$ cat src/design/ds3_alarm_pkg.sv
// Constants and types shared by the DS3 transmit alarm override stage.
// Assumes a 32-bit AHB-Lite register port and a bit-serial framed stream.
`default_nettype none

package ds3_alarm_pkg;

    // ------------------------------------------------------------------
    // Register map
    // ------------------------------------------------------------------
    localparam int unsigned       ADDR_W          = 12;
    // Registers are counted in words, so the byte address is four times
    // the register's index.
    localparam logic [11:0]       CFG_INDEX       = 12'h030;
    localparam logic [11:0]       CFG_OFFSET      = {CFG_INDEX[9:0], 2'b00};
    localparam logic [11:0]       STATUS_OFFSET   = 12'h004;
    localparam int unsigned       CFG_W           = 8;
    localparam logic [7:0]        CFG_RESET       = 8'h2b;

    // ------------------------------------------------------------------
    // Configuration field positions
    // ------------------------------------------------------------------
    localparam int unsigned       BIT_YELLOW      = 7;
    localparam int unsigned       BIT_X_HIGH      = 6;
    localparam int unsigned       BIT_IDLE        = 5;
    localparam int unsigned       BIT_AIS         = 4;
    localparam int unsigned       BIT_ZERO        = 3;
    localparam int unsigned       BIT_FAIL_LOS    = 2;
    localparam int unsigned       BIT_FAIL_OOF    = 1;
    localparam int unsigned       BIT_FAIL_AIS    = 0;

    // ------------------------------------------------------------------
    // Payload patterns, sent most significant bit first
    // ------------------------------------------------------------------
    localparam logic [3:0]        IDLE_PATTERN    = 4'hc;
    localparam logic [3:0]        AIS_PATTERN     = 4'ha;
    localparam logic [1:0]        PHASE_LAST      = 2'h3;

    // ------------------------------------------------------------------
    // AHB-Lite encodings
    // ------------------------------------------------------------------
    localparam logic [1:0]        HTRANS_NONSEQ   = 2'h2;
    localparam logic              HRESP_OKAY      = 1'h0;

    // Class of the bit presented on the stream in a given cycle.
    typedef enum logic [2:0] {
        KIND_PAYLOAD = 3'h0,
        KIND_X       = 3'h1,
        KIND_M       = 3'h2,
        KIND_F       = 3'h3,
        KIND_P       = 3'h4,
        KIND_CP      = 3'h5,
        KIND_C       = 3'h6,
        KIND_OTHER   = 3'h7
    } bit_kind_t;

    // Resolved override mode, Gray coded along rising priority.
    typedef enum logic [2:0] {
        MODE_NORMAL = 3'h0,
        MODE_X_HIGH = 3'h1,
        MODE_YELLOW = 3'h3,
        MODE_IDLE   = 3'h2,
        MODE_AIS    = 3'h6,
        MODE_ZERO   = 3'h7
    } mode_t;

endpackage

`default_nettype wire

$ cat src/design/ds3_tx_alarm_override.sv
// DS3 transmit alarm and maintenance pattern override stage.
// Assumes an upstream framer that tags each bit with its class and marks
// the first bit of each frame, and a receive section giving status levels.
//
// Notes on behaviour
// - Force-X-high (bit 6) sends every X-bit as 1; payload untouched.
// - Otherwise X-bits follow near-end receive conditions.
// - Force-X-high ignored under yellow, alarm-indication, idle or zero.
// - Idle (bit 5) sends X as 1, subframe 3 CP-bits 0, M/F/P valid.
// - Idle replaces payload with repeating 1100.
// - Idle ignored under alarm-indication or zero-signal.
// - Alarm-indication (bit 4) sends X as 1, all C-bits 0, M/F/P valid.
// - Alarm-indication replaces payload with repeating 1010.
// - Alarm-indication ignored under zero-signal.
// - Zero-signal (bit 3) drives every overhead and payload bit to 0.
// - Zero-signal overrides every other control bit.
// - Without override, overhead and payload pass from their sources.
// - Bit 2 enables yellow alarm while receiver reports loss of signal.
// - Bit 1 enables yellow alarm while receiver reports out-of-frame.
// - Bit 0 enables yellow alarm while receiver sees alarm-indication.
// - Yellow alarm forces X-bits 0, payload passes; software bit 7.
// - Software yellow ignored under idle, alarm-indication or zero.
//
// Implementation choices: the AHB-Lite slave port and the placing of the registers.
`default_nettype none

module ds3_tx_alarm_override (
    input  wire logic                       hclk,
    input  wire logic                       hresetn,
    input  wire logic                       hsel,
    input  wire logic [31:0]                haddr,
    input  wire logic [1:0]                 htrans,
    input  wire logic                       hwrite,
    input  wire logic [2:0]                 hsize,
    input  wire logic [31:0]                hwdata,
    input  wire logic                       hready,
    output logic      [31:0]                hrdata,
    output logic                            hreadyout,
    output logic                            hresp,
    input  wire logic                       in_valid,
    input  wire logic                       in_bit,
    input  wire ds3_alarm_pkg::bit_kind_t   in_kind,
    input  wire logic                       in_frame_start,
    input  wire logic                       rx_signal_loss,
    input  wire logic                       rx_frame_loss,
    input  wire logic                       rx_alarm_indication,
    output logic                            out_valid,
    output logic                            out_bit,
    output ds3_alarm_pkg::bit_kind_t        out_kind,
    output logic                            out_frame_start
);

    // ------------------------------------------------------------------
    // Register bus
    // ------------------------------------------------------------------
    logic [7:0]                      cfg_q;
    logic                            wr_pend_q;
    logic [11:0]                     wr_addr_q;
    logic [31:0]                     rdata_q;
    logic                            addr_phase;
    logic [11:0]                     addr_lo;
    logic [31:0]                     rd_word;
    logic [31:0]                     status_word;
    logic                            cfg_write;

    assign addr_phase = hsel && hready && htrans[1];
    assign addr_lo    = haddr[ds3_alarm_pkg::ADDR_W-1:0];
    assign cfg_write  = wr_pend_q && (wr_addr_q == ds3_alarm_pkg::CFG_OFFSET);
    assign rd_word    =
        (addr_lo == ds3_alarm_pkg::CFG_OFFSET)    ? {24'h000000, cfg_q} :
        (addr_lo == ds3_alarm_pkg::STATUS_OFFSET) ? status_word :
        32'h00000000;
    assign hreadyout  = 1'b1;
    assign hresp      = ds3_alarm_pkg::HRESP_OKAY;
    assign hrdata     = rdata_q;

    // Writes land in the data phase, so a read right behind a write sees
    // the old value; the window is one cycle and software never polls it.
    always_ff @(posedge hclk or negedge hresetn) begin
        if (!hresetn) begin
            wr_pend_q <= 1'b0;
            wr_addr_q <= 12'h000;
            rdata_q   <= 32'h00000000;
        end else begin
            wr_pend_q <= addr_phase && hwrite;
            if (addr_phase) begin
                wr_addr_q <= addr_lo;
            end
            if (addr_phase && !hwrite) begin
                rdata_q <= rd_word;
            end
        end
    end

    always_ff @(posedge hclk or negedge hresetn) begin
        if (!hresetn) begin
            cfg_q <= ds3_alarm_pkg::CFG_RESET;
        end else if (cfg_write) begin
            cfg_q <= hwdata[ds3_alarm_pkg::CFG_W-1:0];
        end
    end

    // ------------------------------------------------------------------
    // Mode resolution
    // ------------------------------------------------------------------
    logic                            want_yellow;
    logic                            want_x_high;
    logic                            want_idle;
    logic                            want_ais;
    logic                            want_zero;
    ds3_alarm_pkg::mode_t            mode;

    assign want_yellow = cfg_q[ds3_alarm_pkg::BIT_YELLOW];
    assign want_x_high = cfg_q[ds3_alarm_pkg::BIT_X_HIGH];
    assign want_idle   = cfg_q[ds3_alarm_pkg::BIT_IDLE];
    assign want_ais    = cfg_q[ds3_alarm_pkg::BIT_AIS];
    assign want_zero   = cfg_q[ds3_alarm_pkg::BIT_ZERO];

    // Priority chain: zero, alarm-indication, idle, yellow, X high.
    assign mode =
        want_zero   ? ds3_alarm_pkg::MODE_ZERO   :
        want_ais    ? ds3_alarm_pkg::MODE_AIS    :
        want_idle   ? ds3_alarm_pkg::MODE_IDLE   :
        want_yellow ? ds3_alarm_pkg::MODE_YELLOW :
        want_x_high ? ds3_alarm_pkg::MODE_X_HIGH :
        ds3_alarm_pkg::MODE_NORMAL;

    // ------------------------------------------------------------------
    // Automatic remote failure indication
    // ------------------------------------------------------------------
    logic                            fail_now;
    logic                            auto_q;
    logic                            auto_frame;

    assign fail_now =
        (cfg_q[ds3_alarm_pkg::BIT_FAIL_LOS] && rx_signal_loss)
        || (cfg_q[ds3_alarm_pkg::BIT_FAIL_OOF] && rx_frame_loss)
        || (cfg_q[ds3_alarm_pkg::BIT_FAIL_AIS] && rx_alarm_indication);

    // Sampled once per frame so both X-bits of a frame always agree.
    assign auto_frame = (in_valid && in_frame_start) ? fail_now : auto_q;

    always_ff @(posedge hclk or negedge hresetn) begin
        if (!hresetn) begin
            auto_q <= 1'b0;
        end else begin
            auto_q <= auto_frame;
        end
    end

    // ------------------------------------------------------------------
    // Payload pattern phase
    // ------------------------------------------------------------------
    logic [1:0]                      phase_q;
    logic                            is_payload;
    logic                            idle_bit;
    logic                            ais_bit;

    assign is_payload = (in_kind == ds3_alarm_pkg::KIND_PAYLOAD);
    assign idle_bit   = ds3_alarm_pkg::IDLE_PATTERN[
        ds3_alarm_pkg::PHASE_LAST - phase_q];
    assign ais_bit    = ds3_alarm_pkg::AIS_PATTERN[
        ds3_alarm_pkg::PHASE_LAST - phase_q];

    // The pattern runs on across overhead gaps and frame edges.
    always_ff @(posedge hclk or negedge hresetn) begin
        if (!hresetn) begin
            phase_q <= 2'h0;
        end else if (in_valid && is_payload) begin
            phase_q <= phase_q + 2'h1;
        end
    end

    // ------------------------------------------------------------------
    // Bit selection
    // ------------------------------------------------------------------
    logic                            is_x;
    logic                            is_c;
    logic                            x_bit;
    logic                            bit_d;

    assign is_x  = (in_kind == ds3_alarm_pkg::KIND_X);
    assign is_c  = (in_kind == ds3_alarm_pkg::KIND_CP)
                || (in_kind == ds3_alarm_pkg::KIND_C);

    assign x_bit =
        (mode == ds3_alarm_pkg::MODE_X_HIGH) ? 1'b1 :
        (mode == ds3_alarm_pkg::MODE_YELLOW) ? 1'b0 :
        !auto_frame;

    always_comb begin
        bit_d = in_bit;
        case (mode)
            ds3_alarm_pkg::MODE_ZERO: begin
                bit_d = 1'b0;
            end
            ds3_alarm_pkg::MODE_AIS: begin
                if (is_payload) begin
                    bit_d = ais_bit;
                end else if (is_x) begin
                    bit_d = 1'b1;
                end else if (is_c) begin
                    bit_d = 1'b0;
                end
            end
            ds3_alarm_pkg::MODE_IDLE: begin
                if (is_payload) begin
                    bit_d = idle_bit;
                end else if (is_x) begin
                    bit_d = 1'b1;
                end else if (in_kind == ds3_alarm_pkg::KIND_CP) begin
                    bit_d = 1'b0;
                end
            end
            default: begin
                if (is_x) begin
                    bit_d = x_bit;
                end
            end
        endcase
    end

    // ------------------------------------------------------------------
    // Output stage
    // ------------------------------------------------------------------
    always_ff @(posedge hclk or negedge hresetn) begin
        if (!hresetn) begin
            out_valid       <= 1'b0;
            out_bit         <= 1'b0;
            out_kind        <= ds3_alarm_pkg::KIND_PAYLOAD;
            out_frame_start <= 1'b0;
        end else begin
            out_valid       <= in_valid;
            out_frame_start <= in_valid && in_frame_start;
            if (in_valid) begin
                out_bit  <= bit_d;
                out_kind <= in_kind;
            end
        end
    end

    assign status_word = {24'h000000, mode, auto_q, rx_alarm_indication,
                          rx_frame_loss, rx_signal_loss, 1'b0};
endmodule

`default_nettype wire

$ cat config.mk
export PLATFORM = sky130hd
export DESIGN_NAME = ds3_tx_alarm_override
export DESIGN_NICKNAME = d
export VERILOG_FILES = /design/src/design/ds3_alarm_pkg.sv /design/src/design/ds3_tx_alarm_override.sv
export SDC_FILE = /design/constraint.sdc
export NUM_CORES = 1
export LEC_CHECK = 0
export BUFFER_PORTS_ARGS = -buffer_cell sky130_fd_sc_hd__buf_2
export CAP_MARGIN = 20
export CORE_MARGIN = 8
export CORE_UTILIZATION = 30
export CTS_BUF_LIST = sky130_fd_sc_hd__clkbuf_16
export DETAILED_ROUTE_END_ITERATION = 6
export PLACE_DENSITY = 0.69
export SYNTH_ARGS = -nofsm -noshare
export SYNTH_HDL_FRONTEND = slang
export SYNTH_SLANG_ARGS = --single-unit
$ cat constraint.sdc
create_clock -name hclk -period 1.5 [get_ports hclk]
set_input_delay 0.3 -clock hclk [delete_from_list [all_inputs] [get_ports hclk]]
set_output_delay 0.3 -clock hclk [all_outputs]
set_load 0.01 [all_outputs]
==> flow_summary.toml, run 1 <==
[cts]
path_clk_slew_ns = 0.06
cts_htree_levels = 2
tritoncts.num_buffers = 5
cts-root-buf = "sky130_fd_sc_hd__clkbuf_16"
tritoncts = "yes"
clk_latency_ns = 0.28
ctsLongestPathBuffers = 2
clock_sinks = 38

[drt]
via_count = 1386
drtPass1Iterations = 4
dr.first_iter.drc_count = 49
postRouteAntennaNets = 0
postRouteWirelength_um = 4400
avgRoutedWirePerCell_um = 14.4
via_per_inst = 4.54
drt_drc_violations_left = 0

[floorplanning]
placeableCoreArea_sq_um = 6280
initial_utilization_pct = 30.7
floorplan.die_area_sq_um = 9240
io_pins = 123
chipHeight_um = 96.1
core.rowCount = 29
die-width_um = 96.1

[setup_path]
critical_path_cell_by_cell = "nand4b_1 -> nor4_2 -> nand3_2 -> buf_6 -> mux2_2"
crit_path_end_kind = "flip-flop"
critPathBufInv = 1
path_delay_family = "simple AND/OR/NAND/NOR gates"
cp_max_fo = 8
rr_endpoint = "cfg_q[4]"
ff2ff_path_depth = 5
critical_path_class = "reg2reg"
critical_path_source_type = "flip-flop"
r2r_slack_ns = 0.06
critPathArrivalTime_ns = 1.60
crit_required_ns = 1.66
cpMaxStageDelayCell = "sky130_fd_sc_hd__dfrtp_1"
critical_path.max_stage_delay_ns = 0.36
worstReg2RegStart = "wr_addr_q[9]"

[sta]
max_clock_freq_mhz = 693
timing.final.setup_violations = 0
setup_tns_ns = 0
min_cycle_time_layout_ns = 1.44
final-hold-violation-count = 0
share_of_the_cycle_needed_by_the_critical_path_after_routing_pct = 96.1
setup_ws_ns = 0.0580
finalClockSkew_ns = 0.00606
hold_ws_ns = 0.246
final_max_slew_viol_count = 0

[placement]
port_buffers = 48
gp_routability_congestion = 0.763
hpwl_um = 3470
detailedPlace.worstSlack_ns = 0.0173

[min_path]
worstHoldEndpoint = "out_valid"
beginning_of_the_worst_hold_path = "in_valid"
timing.hold.worst.class = "in2reg"
hold_depth = 1

[power_and_ir_drop]
p_leak_uw = 0.00116
power_per_cell_area_nw_per_um2 = 1220
worst_ir_drop_vdd_mv = 0.517

[logic_synthesis]
synth.yosys.warnings = 0
netlist_cell_types = 38
post_synth_inst_count = 168
count_of_flip_flops_with_a_built_in_enable_after_synthesis = 0
seq_area_frac_synth_pct = 49.6
avgSynthCellArea_sq_um = 11.5
ys_async_sr_fraction_pct = 100
synth-seq-cells = 38
ys.flop_type = "sky130_fd_sc_hd__dfrtp_1"
syn-cell-area_sq_um = 1930

[final_layout]
final_core_occ_pct = 38.5
antenna_cells_inserted = 0
layout-drive-gt1-share_pct = 43.0
final_nets = 312
area_growth_pct = 25.3

[flow_run]
drv_cap = 0

[grt]
global_route.overflow_total = 0
grt_use_total_pct = 9.70
vias_in_the_first_global_route = 1404
number_of_antenna_violations_at_the_first_check_in_global_routing = 0
maximum_number_of_pins_on_one_net_before_global_route_repair = 25
wire_length_of_the_first_global_routing_pass_um = 6860

[status]
result_of_the_run = "finished, final reports clean"
==> cells in the mapped netlist, types with 3 or more instances <==
| cell | count | area, sq um |
|---|---|---|
| sky130_fd_sc_hd__inv_1 | 5 | 18.8 |
| sky130_fd_sc_hd__a21oi_1 | 3 | 15.0 |
| sky130_fd_sc_hd__nor4_1 | 4 | 25.0 |
| sky130_fd_sc_hd__nor2_1 | 8 | 30.0 |
| sky130_fd_sc_hd__dfstp_2 | 4 | 105 |
| sky130_fd_sc_hd__nor3_1 | 3 | 15.0 |
| sky130_fd_sc_hd__mux2_2 | 23 | 259 |
| sky130_fd_sc_hd__buf_4 | 26 | 195 |
| sky130_fd_sc_hd__o21ai_0 | 9 | 45.0 |
| sky130_fd_sc_hd__nand2_1 | 12 | 45.0 |
| sky130_fd_sc_hd__dfrtp_1 | 34 | 851 |
| sky130_fd_sc_hd__a22oi_1 | 6 | 45.0 |
==> how the worst max path moves through the flow <==
stage | start | to | slack, ns | cells after the start
floorplan | cfg_q[4] | hrdata[6] | 0.17 | 4
global placement | wr_addr_q[9] | cfg_q[7] | 0.02 | 4
detailed placement | wr_addr_q[9] | cfg_q[4] | 0.02 | 4
CTS | wr_addr_q[9] | cfg_q[4] | 0.008 | 4
global route | wr_addr_q[9] | cfg_q[2] | -0.005 | 5
finish | wr_addr_q[9] | cfg_q[4] | 0.06 | 5
==> where the power goes <==
group	total (uW)	switching, uW	internal [uW]
Clock	1340	395	946
Combinational	390	201	190
Sequential	1220	69.9	1150
==> cell type report <==
cell class              count  area (sq um)
inverters                   5          18.8
flip-flops and latches     38           956
clock buffers               5           125
clock inverters             3          63.8
fillers                   630          3860
well taps                  77          96.3
multi-input cells         119           821
repair buffers             58           334
==> state kept, by name, indices dropped and copies added (netlist names) <==
name             count
phase_q              2
out_bit              1
out_kind             3
out_frame_start      1
wr_addr_q           12
wr_pend_q            1
cfg_q                8
hrdata               8
auto_q               1
out_valid            1
==> what timing repair did <==
item / 4_1_cts / 5_1_grt
setup buffers: 0 / 1
gates resized for setup: 0 / 1
setup endpoints to repair: 0 / 8
endpoints found under the hold margin: 10 / 0
hold buffers: 1 / 0
==> through the flow <==
stage / total power, uW / instance area (sq um) / instances
finish: 2950 / 2410 / 305
global route: 3110 / 2410 / 305
CTS: 2980 / 2400 / 304
detailed placement: 1630 / 2200 / 295
global placement: 1610 / 2200 / 295
floorplan: 1520 / 2020 / 192
==> kinds of logic (layout without fill, tap and decap cells) <==
| family | Yosys count | count (layout) | synth area share, % |
|---|---|---|---|
| xor+xnor | 1 | 1 | 0.455 |
| compound gates | 27 | 27 | 9.55 |
| other cells | 2 | 26 | 0.390 |
| buf+inv | 35 | 71 | 12.5 |
| fa+ha+maj | 2 | 2 | 1.30 |
| mux | 23 | 23 | 13.4 |
| simple gates | 40 | 40 | 12.8 |
| flops | 38 | 38 | 49.6 |
==> layout by cell type, fill, tap and decap left out, types with 2 or more instances in the layout <==
cell type	count
sky130_fd_sc_hd__dfstp_2	4
sky130_fd_sc_hd__a21oi_1	3
sky130_fd_sc_hd__clkbuf_16	5
sky130_fd_sc_hd__nor4_2	2
sky130_fd_sc_hd__conb_1	26
sky130_fd_sc_hd__ha_1	2
sky130_fd_sc_hd__o21ai_0	9
sky130_fd_sc_hd__nor3_1	3
sky130_fd_sc_hd__nor4_1	4
sky130_fd_sc_hd__nand2_1	12
sky130_fd_sc_hd__mux2_2	23
sky130_fd_sc_hd__dfrtp_1	34
sky130_fd_sc_hd__buf_2	48
sky130_fd_sc_hd__a22oi_1	6
sky130_fd_sc_hd__and2_1	2
sky130_fd_sc_hd__buf_4	7
sky130_fd_sc_hd__bufinv_16	2
sky130_fd_sc_hd__nor2_1	8
sky130_fd_sc_hd__inv_1	5
==> routing by layer <==
layer	global-route usage (%)	part of all wire, %	vias up
met2	16.3	47	58
met4	3.59	1.5	0
met3	3.43	10	7
li1	-	-	667
met5	0	0	-
met1	11.1	41	654
Note: power is estimated with default switching activity, not from simulation.
==> run 2, diff against run 1 <==
- clock period: 1.5 -> 1.52 ns (I/O delays scaled with it)
==> run 2 against run 1 <==
Compared with the run above: utilization is 0.060 points lower; sequential power about the same; flip-flop and latch count unchanged; largest cell class unchanged; sequential share of layout area grew 0.062 points.
==> flow_summary.toml, run 2 (same netlist as run 1, synthesis figures left out) <==
[status]
result_of_the_run = "finished, final reports clean"

[power_and_ir_drop]
combinationalPowerShare_pct = 13.2
p_int_uw = 2260
power.switching_uw = 653
worst_ir_drop_vdd_mv = 0.510
p_leak_uw = 0.00116
power_uw = 2910
clkPwrFrac_pct = 45.4
power_per_cell_area_nw_per_um2 = 1210
swShare_pct = 22.5
share_seq_of_total_power_pct = 41.4

[grt]
number_of_antenna_violations_at_the_first_check_in_global_routing = 0
gr-max-usage-layer = "met2"
maximum_number_of_pins_on_one_net_before_global_route_repair = 25
global_route.overflow_total = 0
grt_use_met1_pct = 11.1
use_met2_pct = 16.3
grt_use_total_pct = 9.70
vias_in_the_first_global_route = 1404
grt_util_met3_pct = 3.43
wire_length_of_the_first_global_routing_pass_um = 6860

[floorplanning]
die-width_um = 96.1
chipHeight_um = 96.1
io_pins = 123
floorplan.die_area_sq_um = 9240
core.rowCount = 29
placeableCoreArea_sq_um = 6280
initial_utilization_pct = 30.7

[drt]
dr.first_iter.drc_count = 47
postRouteWirelength_um = 4380
avgRoutedWirePerCell_um = 14.4
via_count = 1379
drt_drc_violations_left = 0
drtPass1Iterations = 4
via_per_inst = 4.52
postRouteAntennaNets = 0

[cts]
clk_latency_ns = 0.28
clock_sinks = 38
ctsLongestPathBuffers = 2
cts_htree_levels = 2
cts_resized = 0
tritoncts.num_buffers = 5
tritoncts = "yes"
cts-root-buf = "sky130_fd_sc_hd__clkbuf_16"
path_clk_slew_ns = 0.06

[final_layout]
largest-register = "wr_addr_q"
antenna_cells_inserted = 0
final_nets = 312
flip_flop_count_of_the_largest_register_all_copies_and_words_added = 12
layout.cells.most_common = "sky130_fd_sc_hd__buf_2"
layout-drive-gt1-share_pct = 43.0
layout.cells.most_common_list = "sky130_fd_sc_hd__buf_2 (48), sky130_fd_sc_hd__dfrtp_1 (34), sky130_fd_sc_hd__conb_1 (26)"
area_growth_pct = 25.1

[setup_path]
critPathArrivalTime_ns = 1.61
r2r_slack_ns = 0.08
crit_required_ns = 1.68
cp_max_fo = 8
crit_path_end_kind = "flip-flop"
ff2ff_path_depth = 5
critical_path_class = "reg2reg"
critical_path_source_type = "flip-flop"
rr_endpoint = "cfg_q[4]"
worstReg2RegStart = "wr_addr_q[9]"

[sta]
hold_ws_ns = 0.250
rsz0062_at_grt = "no"
share_of_the_cycle_needed_by_the_critical_path_after_routing_pct = 95.0
timing.final.setup_violations = 0
max_clock_freq_mhz = 692
final_max_slew_viol_count = 0
finalClockSkew_ns = 0.00497
min_cycle_time_layout_ns = 1.44
setup_tns_ns = 0
final-hold-violation-count = 0

[min_path]
beginning_of_the_worst_hold_path = "in_valid"
hold_depth = 1
timing.hold.worst.class = "in2reg"
worstHoldEndpoint = "out_valid"

[flow_run]
drv_cap = 0

[placement]
gp_routability_congestion = 0.763
port_buffers = 48
hpwl_um = 3470
## run 2: cell counts in the layout (fill, tap and decap cells not counted)
No cell type changed its count.
## run 2: stage by stage
step	worst slack, ns	utilization (%)	instance area (sq um)	instances
after floorplan	0.194	-	2020	192
after global placement	0.0382	35.1	2200	295
after detailed placement	0.0373	35.1	2200	295
after CTS	0.0281	38.3	2400	304
after global routing	0.0186	38.4	2410	305
final	0.0754	38.4	2410	305
## run 2: worst max path at each step
stage / startpoint / end
CTS: wr_addr_q[9] / cfg_q[4]
global route: wr_addr_q[9] / cfg_q[2]
global placement: wr_addr_q[9] / cfg_q[7]
detailed placement: wr_addr_q[9] / cfg_q[4]
floorplan: cfg_q[4] / hrdata[6]
finish: wr_addr_q[9] / cfg_q[4]
## run 2: layout make-up
cell class	instances	area (sq um)
Timing Repair Buffer	58	330
Tap cell	77	96.3
Inverter	5	18.8
Sequential cell	38	956
Fill cell	628	3870
Multi-Input combinational cell	119	821
Clock buffer	5	125
Clock inverter	3	63.8
## run 2: power by group through the flow
stage / Sequential [uW] / Clock (uW) / Combinational [uW]
after floorplan: 1210 / 0 / 292
after global placement: 1210 / 0 / 375
after detailed placement: 1220 / 0 / 386
after CTS: 1210 / 1350 / 392
after global routing: 1220 / 1400 / 443
final: 1200 / 1320 / 385
## run 2: critical path: stages, from the launching register on
cell and delay, ns:
sky130_fd_sc_hd__dfrtp_1 0.36, sky130_fd_sc_hd__nand4b_1 0.19, sky130_fd_sc_hd__nor4_2 0.23, sky130_fd_sc_hd__nand3_2 0.09
sky130_fd_sc_hd__buf_4 0.18, sky130_fd_sc_hd__mux2_2 0.27
## run 2: repair_timing
item | 4_1_cts | 5_1_grt
setup endpoints to repair | 0 | 8
endpoints found under the hold margin | 10 | 0
hold buffers | 1 | 0
setup buffers | 0 | 1
## run 2: per-layer routing
layer,routed length [um],vias up
li1,-,665
met1,1790,649
met2,2070,58
met3,448,7
met4,66,0
met5,0,-
==> run 3, diff against run 2 <==
- clock period: 1.52 -> 1.8 ns (I/O delays scaled with it)
==> run 3 against run 2 <==
Compared with the run above: the run now ends with negative hold slack left; non-clock buffer count shrank 7; sequential power decreased by 15%; via count decreased by 2.5%; largest cell class unchanged; worst setup slack improved by 0.25 ns; total power decreased by 26%; clock power fell by 38%; critical path depth fell by 1; final area decreased by 4.9%; worst hold slack worse by 0.25 ns; combinational power down 19%; routed wire length decreased by 1.1%; cell count fell by 2.3%.
==> flow_summary.toml, run 3 (same netlist as run 1, synthesis figures left out) <==
[placement]
hpwl_um = 3470
gp_routability_congestion = 0.770
port_buffers = 48
placed_cell_area_sq_um = 2150
detailedPlace.worstSlack_ns = 0.297

[final_layout]
layout.cells.most_common_list = "sky130_fd_sc_hd__buf_2 (48), sky130_fd_sc_hd__dfrtp_1 (34), sky130_fd_sc_hd__conb_1 (26)"
flip_flop_count_of_the_largest_register_all_copies_and_words_added = 12
area_used_by_multi_input_combinational_logic_sq_um = 821
largest-register = "wr_addr_q"
antenna_cells_inserted = 0
layout.cells.most_common = "sky130_fd_sc_hd__buf_2"
fin_area_sq_um = 2290
fill_cells = 640
final_nets = 305
layout-drive-gt1-share_pct = 41.2
layout.area.seq_sq_um = 956
area_growth_pct = 19.0

[cts]
postCtsSetupRepairBufs = 0
tritoncts.num_buffers = 5
clock_sinks = 38
cts-root-buf = "sky130_fd_sc_hd__clkbuf_16"
hold_bufs_inserted_after_cts = 0
tritoncts = "yes"
cts_resized = 0
cts_htree_levels = 2
path_clk_slew_ns = 0.05
clk_latency_ns = 0.28
ctsLongestPathBuffers = 2

[setup_path]
critical_path_class = "reg2reg"
timing.critical_path.to = "cfg_q[7]"
critical_path_source_type = "flip-flop"
worst_setup_path_startpoint = "wr_addr_q[9]"
rr_endpoint = "cfg_q[7]"
crit_path_end_kind = "flip-flop"
cpMaxStageDelayCell = "sky130_fd_sc_hd__dfrtp_1"
critical_path.max_stage_delay_ns = 0.37
critPathBufInv = 0
path_delay_family = "simple AND/OR/NAND/NOR gates"
crit_required_ns = 1.96
r2r_slack_ns = 0.32
critPathArrivalTime_ns = 1.64
critical_path_cell_by_cell = "nand4b_1 -> nor4_2 -> nand3_2 -> mux2_2"
worstReg2RegStart = "wr_addr_q[9]"
cp_max_fo = 8
timing.critical_path.depth = 4
ff2ff_path_depth = 4

[sta]
setup_ws_ns = 0.324
min_cycle_time_layout_ns = 1.48
hold_ws_ns = -0.00224
worst_pin_slew_ns = 0.553
slew_headroom_pct = 63.0
timing.final.setup_violations = 0
final-hold-violation-count = 7
finalClockSkew_ns = 0.00345
max_clock_freq_mhz = 678
rsz0062_at_grt = "no"
final_max_slew_viol_count = 0
setup_tns_ns = 0
share_of_the_cycle_needed_by_the_critical_path_after_routing_pct = 82.0

[drt]
avgRoutedWirePerCell_um = 14.5
drt_drc_violations_left = 0
route.top_layer_used = "met4"
postRouteAntennaNets = 0
dr.first_iter.drc_count = 49
postRouteWirelength_um = 4330
routed_wire_length_on_met3_um = 498
route.layer.met1.wl_um = 1800
wl_met2_um = 1980
via_per_inst = 4.51
via_count = 1344
drtPass1Iterations = 5

[grt]
wire_length_of_the_first_global_routing_pass_um = 6740
grt_use_total_pct = 9.77
number_of_antenna_violations_at_the_first_check_in_global_routing = 0
global_route.overflow_total = 0
maximum_number_of_pins_on_one_net_before_global_route_repair = 18
vias_in_the_first_global_route = 1377

[floorplanning]
io_pins = 123
die-width_um = 96.1
core.rowCount = 29
chipHeight_um = 96.1
placeableCoreArea_sq_um = 6280
initial_utilization_pct = 30.7
floorplan.die_area_sq_um = 9240

[power_and_ir_drop]
p_leak_uw = 0.00110
worst_ir_drop_vdd_mv = 0.415
power_per_cell_area_nw_per_um2 = 938

[status]
result_of_the_run = "finished with violations"
failing_checks = "negative hold slack"

[min_path]
timing.hold.worst.class = "in2async"

[flow_run]
drv_cap = 0
[run 3: changes by cell type in the layout (fill, tap and decap cells not counted), sizes merged]
| cell | previous run | this run |
|---|---|---|
| buf | 57 | 51 |
| bufinv | 2 | 0 |
| clkinv | 1 | 2 |
| dlygate4sd3 | 1 | 0 |
| inv | 5 | 6 |
[run 3: through the flow]
step           power [uW]  util, %  hold WS (ns)  instances
2_1_floorplan        1270        -        0.0644        192
3_3_place_gp         1330     34.3         0.298        290
3_5_place_dp         1350     34.3         0.306        290
4_1_cts              2190     36.5       0.00179        298
5_1_grt              2290     36.5        0.0127        298
6_report             2150     36.5      -0.00224        298
[run 3: per-layer routing]
metal,vias to the layer above,track usage [%]
met5,-,0
met4,0,3.59
met3,7,5.07
met2,54,14.8
met1,634,11.5
li1,649,-
[run 3: worst min-delay path by stage]
stage,startpoint,to,slack (ns),cells after the start
detailed placement,hresetn,phase_q[0],0.31,1
finish,hresetn,out_kind[1],-0.002,1
global route,hresetn,out_kind[1],0.01,1
floorplan,hresetn,auto_q,0.06,0
global placement,hresetn,out_valid,0.30,1
CTS,hresetn,out_kind[1],0.002,1
[run 3: final cells by class]
class                      count  share of cell area, %
multi-input combinational    119                   35.8
clock buffer                   5                   5.46
clock inverter                 3                  0.546
sequential                    38                   41.7
inverter                       5                  0.819
tap                           77                   4.20
timing repair buffer          51                   11.5
[run 3: where the power goes]
group	switching (uW)	leakage [uW]	total [uW]	internal (uW)
registers	59.3	0.000463	1020	958
logic	161	0.000566	311	149
clock network	322	0.0000724	822	500
total	543	0.00110	2150	1610
